**src/hdl/rtw_params.svh**
```systemverilog
// constants shared by the render target write message ends
`ifndef RTW_PARAMS_SVH
`define RTW_PARAMS_SVH
// message shape
`define RTW_PIX           32
`define RTW_DW_BITS       32
`define RTW_HDR_DW        6
`define RTW_DW_X          0
`define RTW_DW_Y          1
`define RTW_DW_MASK       2
`define RTW_DW_TAG        5
`define RTW_TAG_W         8
`define RTW_BTI_W         8
`define RTW_BTI_STATELESS 8'hff
`define RTW_ALL_LIT       32'hffffffff
`define RTW_Y_MBZ_MSB     1
`define RTW_X_MBZ_MSB     2
`define RTW_COORD_W       14
`define RTW_ARRAY_W       11
`define RTW_KIND_W        3
// register offsets of the sender end, byte addresses
`define RTW_A_X           8'h00
`define RTW_A_Y           8'h04
`define RTW_A_MASK        8'h08
`define RTW_A_TAG         8'h0c
`define RTW_A_ARRAY       8'h10
`define RTW_A_EXEC        8'h14
`define RTW_A_CTRL        8'h18
`define RTW_A_SURF        8'h1c
`define RTW_A_STAT        8'h20
// control register fields
`define RTW_C_HDR         0
`define RTW_C_EOT         1
`define RTW_C_RD          2
`define RTW_C_DLO         3
`define RTW_C_DHI         4
`define RTW_C_SLOT        5
`define RTW_C_BTI_LSB     8
// surface register fields
`define RTW_S_FIELD       0
`define RTW_S_ROT         1
`define RTW_S_NONCONTIG   2
`define RTW_S_FMT_RT      3
`define RTW_S_FMT_BLEND   4
`define RTW_S_BLEND       5
`define RTW_S_KIND_LSB    8
// refusal causes, status bits
`define RTW_E_W           9
`define RTW_E_BTI         0
`define RTW_E_KERN        1
`define RTW_E_ROT         2
`define RTW_E_FIELD       3
`define RTW_E_ORDER       4
`define RTW_E_FMT         5
`define RTW_E_ALIGN       6
`define RTW_E_COORD       7
`define RTW_E_BUSY        8
`define RTW_ST_ERR_LSB    8
`endif

```
**src/hdl/rtw_pkg.sv**
```systemverilog
// types shared by the render target write message ends
package rtw_pkg;
  `include "rtw_params.svh"

  typedef logic [`RTW_DW_BITS-1:0]  rtw_dw_t;
  typedef rtw_dw_t [`RTW_HDR_DW-1:0] rtw_hdr_t;

  typedef enum logic [`RTW_KIND_W-1:0] {
    one_dim_surface_kind           = 3'h0,
    two_dim_surface_kind           = 3'h1,
    three_dim_surface_kind         = 3'h2,
    cube_surface_kind              = 3'h3,
    linear_buffer_surface_kind     = 3'h4,
    structured_buffer_surface_kind = 3'h5
  } rtw_surf_kind_t;

  typedef enum logic [1:0] {
    RTW_T_IDLE = 2'h1,
    RTW_T_WR   = 2'h2
  } rtw_tstate_t;

  typedef enum logic [1:0] {
    RTW_H_IDLE = 2'h1,
    RTW_H_SEND = 2'h2
  } rtw_hstate_t;
endpackage : rtw_pkg

```
**src/hdl/rtw_if.sv**
```systemverilog
// message link between the pixel shader thread and the render target writer
`timescale 1ns/1ns
`include "rtw_params.svh"
interface rtw_if;
  import rtw_pkg::*;
  logic                        valid;
  logic                        ready;
  logic                        hdr_en;
  logic                        thread_done_flag;
  logic                        rd;
  logic                        dual_source_low_half_msg;
  logic                        dual_source_high_half_msg;
  logic                        slot_hi;
  logic [`RTW_BTI_W-1:0]       bti;
  logic [`RTW_ARRAY_W-1:0]     array_idx;
  logic [`RTW_PIX-1:0]         exec_mask;
  rtw_hdr_t                    hdr;

  modport sender (
    output valid, hdr_en, thread_done_flag, rd, dual_source_low_half_msg,
           dual_source_high_half_msg, slot_hi, bti, array_idx, exec_mask, hdr,
    input  ready
  );
  modport target (
    input  valid, hdr_en, thread_done_flag, rd, dual_source_low_half_msg,
           dual_source_high_half_msg, slot_hi, bti, array_idx, exec_mask, hdr,
    output ready
  );
endinterface : rtw_if

```
**src/hdl/rtw_target.sv**
```systemverilog
// render target write message handler, device end
`timescale 1ns/1ns
`include "rtw_params.svh"
module rtw_target #(
  parameter int COORD_W = `RTW_COORD_W,
  parameter int ARRAY_W = `RTW_ARRAY_W
) (
  rtw_if.target                     link,
  input  wire logic                 CLK,
  input  wire logic                 RESETN,
  input  wire rtw_pkg::rtw_surf_kind_t SURF_KIND,
  input  wire logic [COORD_W-1:0]   SURF_WIDTH,
  input  wire logic [COORD_W-1:0]   SURF_HEIGHT,
  input  wire logic [ARRAY_W-1:0]   SURF_DEPTH,
  input  wire logic                 BLEND_EN,
  input  wire logic                 DEPTH_EN,
  input  wire logic                 MEM_READY,
  output logic                      MEM_VALID,
  output logic                      MEM_READ,
  output logic [`RTW_DW_BITS-1:0]   MEM_X,
  output logic [`RTW_DW_BITS-1:0]   MEM_Y,
  output logic [ARRAY_W-1:0]        MEM_ARRAY,
  output logic [`RTW_PIX-1:0]       MEM_MASK,
  output logic                      DS_START,
  output logic                      DEST_RD_START,
  output logic                      CC_START,
  output logic                      SB_CLR,
  output logic [`RTW_TAG_W-1:0]     SB_TAG,
  output logic                      MSG_DROP,
  output logic                      OOB_SEEN,
  output logic                      ARRAY_CLAMP
);
  import rtw_pkg::*;

  // the link fixes the slice width, so only that value can be served
  if (COORD_W < 1 || COORD_W >= `RTW_DW_BITS || ARRAY_W != `RTW_ARRAY_W) begin : g_bad_param
    $error("rtw_target: unsupported COORD_W or ARRAY_W");
  end

  // ----------------------------------------------------------------
  // state
  // ----------------------------------------------------------------
  typedef struct packed {
    rtw_tstate_t               state;
    logic                      ready;
    logic                      mem_valid;
    logic                      mem_read;
    logic [`RTW_DW_BITS-1:0]   mem_x;
    logic [`RTW_DW_BITS-1:0]   mem_y;
    logic [ARRAY_W-1:0]        mem_array;
    logic [`RTW_PIX-1:0]       mem_mask;
    logic                      ds_start;
    logic                      dest_rd_start;
    logic                      cc_start;
    logic                      done_flag;
    logic                      sb_clr;
    logic [`RTW_TAG_W-1:0]     sb_tag;
    logic                      drop;
    logic                      oob;
    logic                      clamp;
  } rtw_tgt_state_t;

  rtw_tgt_state_t s_reg;
  rtw_tgt_state_t s_next;

  // ----------------------------------------------------------------
  // message decode
  // ----------------------------------------------------------------
  logic                      x_only;
  logic                      take;
  logic signed [`RTW_DW_BITS-1:0] x_org;
  logic signed [`RTW_DW_BITS-1:0] y_org;
  logic signed [`RTW_DW_BITS-1:0] w_lim;
  logic signed [`RTW_DW_BITS-1:0] h_lim;
  logic [`RTW_PIX-1:0]       lit;
  logic [`RTW_PIX-1:0]       inb;
  logic                      arr_oor;
  logic [ARRAY_W-1:0]        arr_eff;

  assign take   = link.valid && s_reg.ready;
  // linear and 1D surfaces see one row only; y forced to the origin
  assign x_only = (SURF_KIND == one_dim_surface_kind) ||
                  (SURF_KIND == linear_buffer_surface_kind);
  assign x_org  = signed'(link.hdr[`RTW_DW_X]);
  assign y_org  = x_only ? '0 : signed'(link.hdr[`RTW_DW_Y]);
  assign w_lim  = signed'(32'(SURF_WIDTH));
  assign h_lim  = x_only ? signed'(32'(1)) : signed'(32'(SURF_HEIGHT));

  // no header: the sideband channel enables stand in for the lit mask
  assign lit = link.hdr_en ? link.hdr[`RTW_DW_MASK] : link.exec_mask;

  // array slice is a coordinate; buffers ignore it, bad slices fall to 0
  assign arr_oor = (SURF_KIND != linear_buffer_surface_kind) &&
                   (link.array_idx >= SURF_DEPTH);
  assign arr_eff = (SURF_KIND == linear_buffer_surface_kind || arr_oor) ?
                   '0 : link.array_idx;

  // ----------------------------------------------------------------
  // per-pixel bounds; the block is 8 wide by 4 rows of pixels, in 2x2 subspans
  // ----------------------------------------------------------------
  for (genvar b = 0; b < `RTW_PIX; b++) begin : g_pix
    localparam logic signed [`RTW_DW_BITS-1:0] COL =
      32'((b % 2) + 2 * ((b / 4) % 2) + 4 * ((b / 16) % 2));
    localparam logic signed [`RTW_DW_BITS-1:0] ROW =
      32'(((b / 2) % 2) + 2 * ((b / 8) % 2));
    logic signed [`RTW_DW_BITS-1:0] px;
    logic signed [`RTW_DW_BITS-1:0] py;
    assign px     = x_org + COL;
    assign py     = y_org + ROW;
    // negative coordinates are outside as well as beyond the far edge
    assign inb[b] = !px[`RTW_DW_BITS-1] && (px < w_lim) &&
                    !py[`RTW_DW_BITS-1] && (py < h_lim);
  end

  // ----------------------------------------------------------------
  // next state
  // ----------------------------------------------------------------
  always_comb begin
    s_next               = s_reg;
    s_next.ds_start      = 1'b0;
    s_next.dest_rd_start = 1'b0;
    s_next.cc_start      = 1'b0;
    s_next.sb_clr        = 1'b0;
    s_next.drop          = 1'b0;
    s_next.oob           = 1'b0;
    s_next.clamp         = 1'b0;
    unique case (s_reg.state)
      RTW_T_IDLE: begin
        if (take) begin
          // dword 3, dword 4 and the binding index are never looked at
          s_next.sb_tag = link.hdr[`RTW_DW_TAG][`RTW_TAG_W-1:0];
          if (SURF_KIND == structured_buffer_surface_kind) begin
            // unsupported surface: swallow the message, still free the thread
            s_next.drop   = 1'b1;
            s_next.sb_clr = link.thread_done_flag;
          end else begin
            s_next.state     = RTW_T_WR;
            s_next.ready     = 1'b0;
            s_next.mem_valid = 1'b1;
            s_next.mem_read  = link.rd;
            s_next.mem_x     = x_org;
            s_next.mem_y     = y_org;
            s_next.mem_array = arr_eff;
            s_next.clamp     = arr_oor;
            s_next.done_flag = link.thread_done_flag;
            if (link.rd) begin
              s_next.mem_mask = `RTW_ALL_LIT;
            end else begin
              s_next.mem_mask = lit & inb;
              s_next.oob      = |(lit & ~inb);
              s_next.cc_start      = 1'b1;
              s_next.ds_start      = DEPTH_EN;
              s_next.dest_rd_start = BLEND_EN;
            end
          end
        end
      end
      RTW_T_WR: begin
        if (MEM_READY) begin
          s_next.state     = RTW_T_IDLE;
          s_next.ready     = 1'b1;
          s_next.mem_valid = 1'b0;
          // scoreboard freed only after the last write has been taken
          s_next.sb_clr    = s_reg.done_flag;
        end
      end
      default: begin
        s_next.state     = RTW_T_IDLE;
        s_next.ready     = 1'b1;
        s_next.mem_valid = 1'b0;
      end
    endcase
  end

  always_ff @(posedge CLK or negedge RESETN) begin
    if (!RESETN) begin
      s_reg       <= '0;
      s_reg.state <= RTW_T_IDLE;
      s_reg.ready <= 1'b1;
    end else begin
      s_reg <= s_next;
    end
  end

  // ----------------------------------------------------------------
  // outputs, all straight from the state flops
  // ----------------------------------------------------------------
  assign link.ready    = s_reg.ready;
  assign MEM_VALID     = s_reg.mem_valid;
  assign MEM_READ      = s_reg.mem_read;
  assign MEM_X         = s_reg.mem_x;
  assign MEM_Y         = s_reg.mem_y;
  assign MEM_ARRAY     = s_reg.mem_array;
  assign MEM_MASK      = s_reg.mem_mask;
  assign DS_START      = s_reg.ds_start;
  assign DEST_RD_START = s_reg.dest_rd_start;
  assign CC_START      = s_reg.cc_start;
  assign SB_CLR        = s_reg.sb_clr;
  assign SB_TAG        = s_reg.sb_tag;
  assign MSG_DROP      = s_reg.drop;
  assign OOB_SEEN      = s_reg.oob;
  assign ARRAY_CLAMP   = s_reg.clamp;
endmodule : rtw_target

```
**src/flat_wrapper.sv**
```systemverilog
// flat-port wrapper written by rule: the top's interface ports become plain ports
module rtw_target_flat import rtw_pkg::*;
#(
  parameter int COORD_W = `RTW_COORD_W,
  parameter int ARRAY_W = `RTW_ARRAY_W
)
  (CLK, RESETN, SURF_KIND, SURF_WIDTH, SURF_HEIGHT, SURF_DEPTH, BLEND_EN, DEPTH_EN, MEM_READY, MEM_VALID, MEM_READ, MEM_X, MEM_Y, MEM_ARRAY, MEM_MASK, DS_START, DEST_RD_START, CC_START, SB_CLR, SB_TAG, MSG_DROP, OOB_SEEN, ARRAY_CLAMP, link_valid, link_hdr_en, link_thread_done_flag, link_rd, link_dual_source_low_half_msg, link_dual_source_high_half_msg, link_slot_hi, link_bti, link_array_idx, link_exec_mask, link_hdr, link_ready);
  rtw_if link_i ();
  input  wire logic CLK;
  input  wire logic RESETN;
  input  wire rtw_pkg::rtw_surf_kind_t SURF_KIND;
  input  wire logic [COORD_W-1:0] SURF_WIDTH;
  input  wire logic [COORD_W-1:0] SURF_HEIGHT;
  input  wire logic [ARRAY_W-1:0] SURF_DEPTH;
  input  wire logic BLEND_EN;
  input  wire logic DEPTH_EN;
  input  wire logic MEM_READY;
  output logic MEM_VALID;
  output logic MEM_READ;
  output logic [`RTW_DW_BITS-1:0] MEM_X;
  output logic [`RTW_DW_BITS-1:0] MEM_Y;
  output logic [ARRAY_W-1:0] MEM_ARRAY;
  output logic [`RTW_PIX-1:0] MEM_MASK;
  output logic DS_START;
  output logic DEST_RD_START;
  output logic CC_START;
  output logic SB_CLR;
  output logic [`RTW_TAG_W-1:0] SB_TAG;
  output logic MSG_DROP;
  output logic OOB_SEEN;
  output logic ARRAY_CLAMP;
  input wire logic [$bits(link_i.valid)-1:0] link_valid;
  input wire logic [$bits(link_i.hdr_en)-1:0] link_hdr_en;
  input wire logic [$bits(link_i.thread_done_flag)-1:0] link_thread_done_flag;
  input wire logic [$bits(link_i.rd)-1:0] link_rd;
  input wire logic [$bits(link_i.dual_source_low_half_msg)-1:0] link_dual_source_low_half_msg;
  input wire logic [$bits(link_i.dual_source_high_half_msg)-1:0] link_dual_source_high_half_msg;
  input wire logic [$bits(link_i.slot_hi)-1:0] link_slot_hi;
  input wire logic [$bits(link_i.bti)-1:0] link_bti;
  input wire logic [$bits(link_i.array_idx)-1:0] link_array_idx;
  input wire logic [$bits(link_i.exec_mask)-1:0] link_exec_mask;
  input wire logic [$bits(link_i.hdr)-1:0] link_hdr;
  output wire logic [$bits(link_i.ready)-1:0] link_ready;
  assign link_i.valid = link_valid;
  assign link_i.hdr_en = link_hdr_en;
  assign link_i.thread_done_flag = link_thread_done_flag;
  assign link_i.rd = link_rd;
  assign link_i.dual_source_low_half_msg = link_dual_source_low_half_msg;
  assign link_i.dual_source_high_half_msg = link_dual_source_high_half_msg;
  assign link_i.slot_hi = link_slot_hi;
  assign link_i.bti = link_bti;
  assign link_i.array_idx = link_array_idx;
  assign link_i.exec_mask = link_exec_mask;
  assign link_i.hdr = link_hdr;
  assign link_ready = link_i.ready;
  rtw_target #(.COORD_W(COORD_W), .ARRAY_W(ARRAY_W)) u_core (.link(link_i), .CLK(CLK), .RESETN(RESETN), .SURF_KIND(SURF_KIND), .SURF_WIDTH(SURF_WIDTH), .SURF_HEIGHT(SURF_HEIGHT), .SURF_DEPTH(SURF_DEPTH), .BLEND_EN(BLEND_EN), .DEPTH_EN(DEPTH_EN), .MEM_READY(MEM_READY), .MEM_VALID(MEM_VALID), .MEM_READ(MEM_READ), .MEM_X(MEM_X), .MEM_Y(MEM_Y), .MEM_ARRAY(MEM_ARRAY), .MEM_MASK(MEM_MASK), .DS_START(DS_START), .DEST_RD_START(DEST_RD_START), .CC_START(CC_START), .SB_CLR(SB_CLR), .SB_TAG(SB_TAG), .MSG_DROP(MSG_DROP), .OOB_SEEN(OOB_SEEN), .ARRAY_CLAMP(ARRAY_CLAMP));
endmodule
```
**config.mk**
```make
export PLATFORM = sky130hd
export DESIGN_NAME = rtw_target_flat
export DESIGN_NICKNAME = d
export VERILOG_FILES = /design/src/hdl/rtw_pkg.sv /design/src/hdl/rtw_if.sv /design/src/hdl/rtw_target.sv /design/src/flat_wrapper.sv
export VERILOG_INCLUDE_DIRS = /design/src /design/src/hdl
export SDC_FILE = /design/constraint.sdc
export NUM_CORES = 1
export LEC_CHECK = 0
export ABC_CLOCK_PERIOD_IN_PS = 4200
export BUFFER_PORTS_ARGS = -buffer_cell sky130_fd_sc_hd__buf_2
export CAP_MARGIN = 20
export CORE_ASPECT_RATIO = 1.25
export CORE_MARGIN = 2
export CORE_UTILIZATION = 33
export DETAILED_ROUTE_END_ITERATION = 16
export PLACE_DENSITY_LB_ADDON = 0.25
export SLEW_MARGIN = 20
export SYNTH_ARGS = -nofsm -noshare
export SYNTH_HDL_FRONTEND = slang
export SYNTH_SLANG_ARGS = --single-unit
```
**constraint.sdc**
```tcl
create_clock -name CLK -period 4.2 [get_ports CLK]
set_input_delay 0.21 -clock CLK [delete_from_list [all_inputs] [get_ports CLK]]
set_output_delay 0.21 -clock CLK [all_outputs]
set_load 0.02 [all_outputs]
```
==> reports/qor.txt <==
Status: finished with violations
Violated checks: negative setup slack
Startpoint types: input pin
Placer congestion estimate: 1.03
Wirelength per Cell: 22.8 um
Post-synthesis compound-gate area fraction: 0.171
Worst-path clk slew: 0.07 ns
Remaining Overflow, GRT: 0
Clock Latency Late Sink: 0.45 ns
Post-synth EDFFs: 0
Synth area leader: dfrtp_1
CP Data Required Time: 4.53 ns
Post-synthesis cell area: 16,200 um^2
Clock buffer depth: 2
Dpl cell area: 20,600 um^2
Maximum vdd drop: 0.000298 V
Total power: 7.09 mW
Width of the die: 202 um
R2R setup slack: 1.12 ns
DRC violations left: 0
Clock Skew: 0.0124 ns
Core Util, Final: 0.446
Worst hold path startpoint: link_hdr[19]
Io pins: 422
Via count: 18,499
Clock buffer count from CTS: 17
Synth unique cells: 77
Min-Delay Path Class: in2reg
Hold Slack: 0.0499 ns
Critical R2R Launch: u_core.s_reg[126]$_DFFE_PN1P_
Min setup slack post-route: -0.0969 ns
XOR/XNOR Fraction of Synth Area: 0.103
Clock sink total: 126
Fin crit share: 1.02
Dominant synthesized flop cell: dfrtp_1
Pre-antenna DRT Iters: 5
Post-synthesis sequential area ratio: 0.195
Net count after synthesis: 2,619
Synthesized area per cell: 7.56 um^2
Worst-margin pin slew: 1.09 ns
Die height: 252 um
Minimum clock period: 4.30 ns
Post-synthesis mux area share: 0.0343
FFs w/ async S/R, synth: 1.00
Initial drt markers: 1,252
Synth top area cells: dfrtp_1 (19%), ha_1 (14%), nand2_1 (7.0%)
Initial Util: 0.335
Critical Path, Cell by Cell: buf_2 > or2_4 > buf_4 > nand2_1 > ha_1 > nand2b_1 > buf_4 > nor3_1 > nand3_1 > xnor2_1 > ha_1 > nand2_1 > nor2_1 > or4_1 > or4_4 > nor4_4 > o21a_1 > o22ai_1 > or4_1 > o41a_1
Place WS: -0.744 ns
Largest family of logic cells by synthesized area: simple AND/OR/NAND/NOR gates
Area delta synth->final: 33.2%
Yosys top cell area share: 0.193
Slew margin rel.: 0.264
Total track usage: 0.295
Hold path depth: 3
First-pass GRT wire length: 114,000 um
End of the worst hold path: u_core.MEM_X[19]$_DFFE_PN0P_
Ys Warns: 0
Worst Path Max Fanout: 6
CP Capture Type: flop
# rows: 90
Core area: 48,400 um^2
DP HPWL: 63,700 um
Reg2Reg Depth: 5
Final Setup Violations: 1
Final Instance Area: 21,600 um^2
CTS Root Cell: clkbuf_16
Drt via density: 5.52
Vias in the first global route: 18,558
CP arrival: 4.63 ns
# diodes: 0
Final wirelength: 76,600 um
CP max-delay cell: or4_4
Max Cap Viol: 0
I/O Buffers: 322
Worst stage delay on the critical path: 0.54 ns
Critical path class: in2reg
Endpoints failing hold: 0
Layout net count: 3,169
Antenna viol nets, final: 0
Share of cells above drive strength 1: 0.324
Simple-Gate Fraction of Synth Area: 0.256
RSZ-0062 raised after global routing: yes
Slew Viols, Final: 0
Antenna violations before repair: 0
Reg2reg end: u_core.MEM_ARRAY[1]$_DFFE_PN0P_
Leakage: 10.3 nW
Peak Freq: 233 MHz
H-tree depth: 4
Power density cells: 328 nW/um^2
Post-synthesis register bit count: 126
TritonCTS clock tree: done
Largest net degree at the start of global routing: 165
Post-Synth Adder-Cell Area: 0.137
Mapped Cells: 2,145
DIE AREA: 50,900 um^2
-- how the worst max path moves through the flow --
| stage | to | depth (start not counted) | slack (ns) | start |
|---|---|---|---|---|
| final | u_core.OOB_SEEN$_DFF_PN0_ | 20 | -0.1 | SURF_KIND[1] |
| after global routing | u_core.OOB_SEEN$_DFF_PN0_ | 17 | -0.26 | link_hdr[1] |
| after global placement | u_core.OOB_SEEN$_DFF_PN0_ | 20 | -0.88 | link_hdr[2] |
| after detailed placement | u_core.OOB_SEEN$_DFF_PN0_ | 19 | -0.74 | link_hdr[2] |
| after CTS | u_core.OOB_SEEN$_DFF_PN0_ | 21 | 0.004 | SURF_KIND[0] |
| after floorplan | u_core.OOB_SEEN$_DFF_PN0_ | 26 | -1.02 | SURF_KIND[0] |
-- cells by family (layout without fill, tap and decap cells) --
logic type	count (synthesis)	in the layout
compound gates	432	432
buf+inv	327	890
simple gates	841	841
xor+xnor	190	190
flops	126	126
mux	52	52
fa+ha+maj	177	177
-- cell usage after synthesis (55+ instances only) --
cell	number
nor2_1	135
xnor2_1	114
buf_4	119
nand3_1	85
ha_1	177
nand4_1	73
a21oi_1	96
inv_1	80
xor2_1	76
dfrtp_1	125
a31oi_1	55
nand2_1	304
clkbuf_1	91
o21ai_0	107
nor3_1	62
-- metal layers --
layer  part of all wire  up-vias  GRT usage
li1                   -     8689          -
met5                  0        -          0
met1               0.39     8823      0.338
met2               0.50      788      0.536
met4              0.053        0      0.148
met3              0.053      199     0.0372
-- placed cells by master (no fill, tap or decap), types with 10 or more instances in the layout --
cell type	n
nor2_1	132
nand2b_1	11
nand4_1	73
o21ai_0	99
mux2_2	29
dfrtp_1	125
nand3_1	84
nor4_1	49
a21oi_1	94
buf_4	420
nor2b_1	14
nand2_1	303
inv_1	79
and3_1	17
nor3_1	60
dlygate4sd3_1	23
clkbuf_16	17
and4_1	10
ha_1	175
xor2_1	76
o21a_1	14
or4_1	11
o22ai_1	11
a211oi_1	13
buf_2	321
and2_1	10
or2_2	11
xnor2_1	112
a22o_1	12
o211ai_1	11
mux2i_1	23
a31oi_1	55
a21o_1	32
-- through the flow --
stage               cells  TNS (ns)
floorplan            2145     -4.01
global placement     3293     -2.24
detailed placement   3293     -2.03
CTS                  3349         0
global route         3352    -0.258
finish               3352   -0.0969
-- power by group --
group	total [mW]	switching [mW]	internal (mW)	leakage, nW
Clock	1.51	0.714	0.797	0.287
Combinational	3.54	2.25	1.29	8.47
Sequential	2.03	0.297	1.74	1.58
-- timing repair --
item	CTS	global route
gates resized for setup	16	15
pin swaps	7	5
endpoints found under the hold margin	123	0
hold buffers	23	0
setup buffers	1	3
setup endpoints to repair	1	1
-- critical path: cells and delay by family --
| kind | cells | cell delay (ns) |
|---|---|---|
| XOR/XNOR | 1 | 0.23 |
| adder cells (fa/ha/maj) | 2 | 0.47 |
| AND/OR/NAND/NOR | 11 | 2.68 |
| buffers and inverters | 3 | 0.40 |
| AO/OA/AOI/OAI | 3 | 0.61 |
-- final cells by class --
cell class | count | area, um^2
Clock buffer | 17 | 425
Tap cell | 644 | 806
Multi-Input combinational cell | 1692 | 11500
Timing Repair Buffer | 777 | 5220
Sequential cell | 126 | 3150
Fill cell | 5024 | 26800
Clock inverter | 15 | 170
Inverter | 81 | 304
No activity file was read; power rests on OpenSTA's default activity.
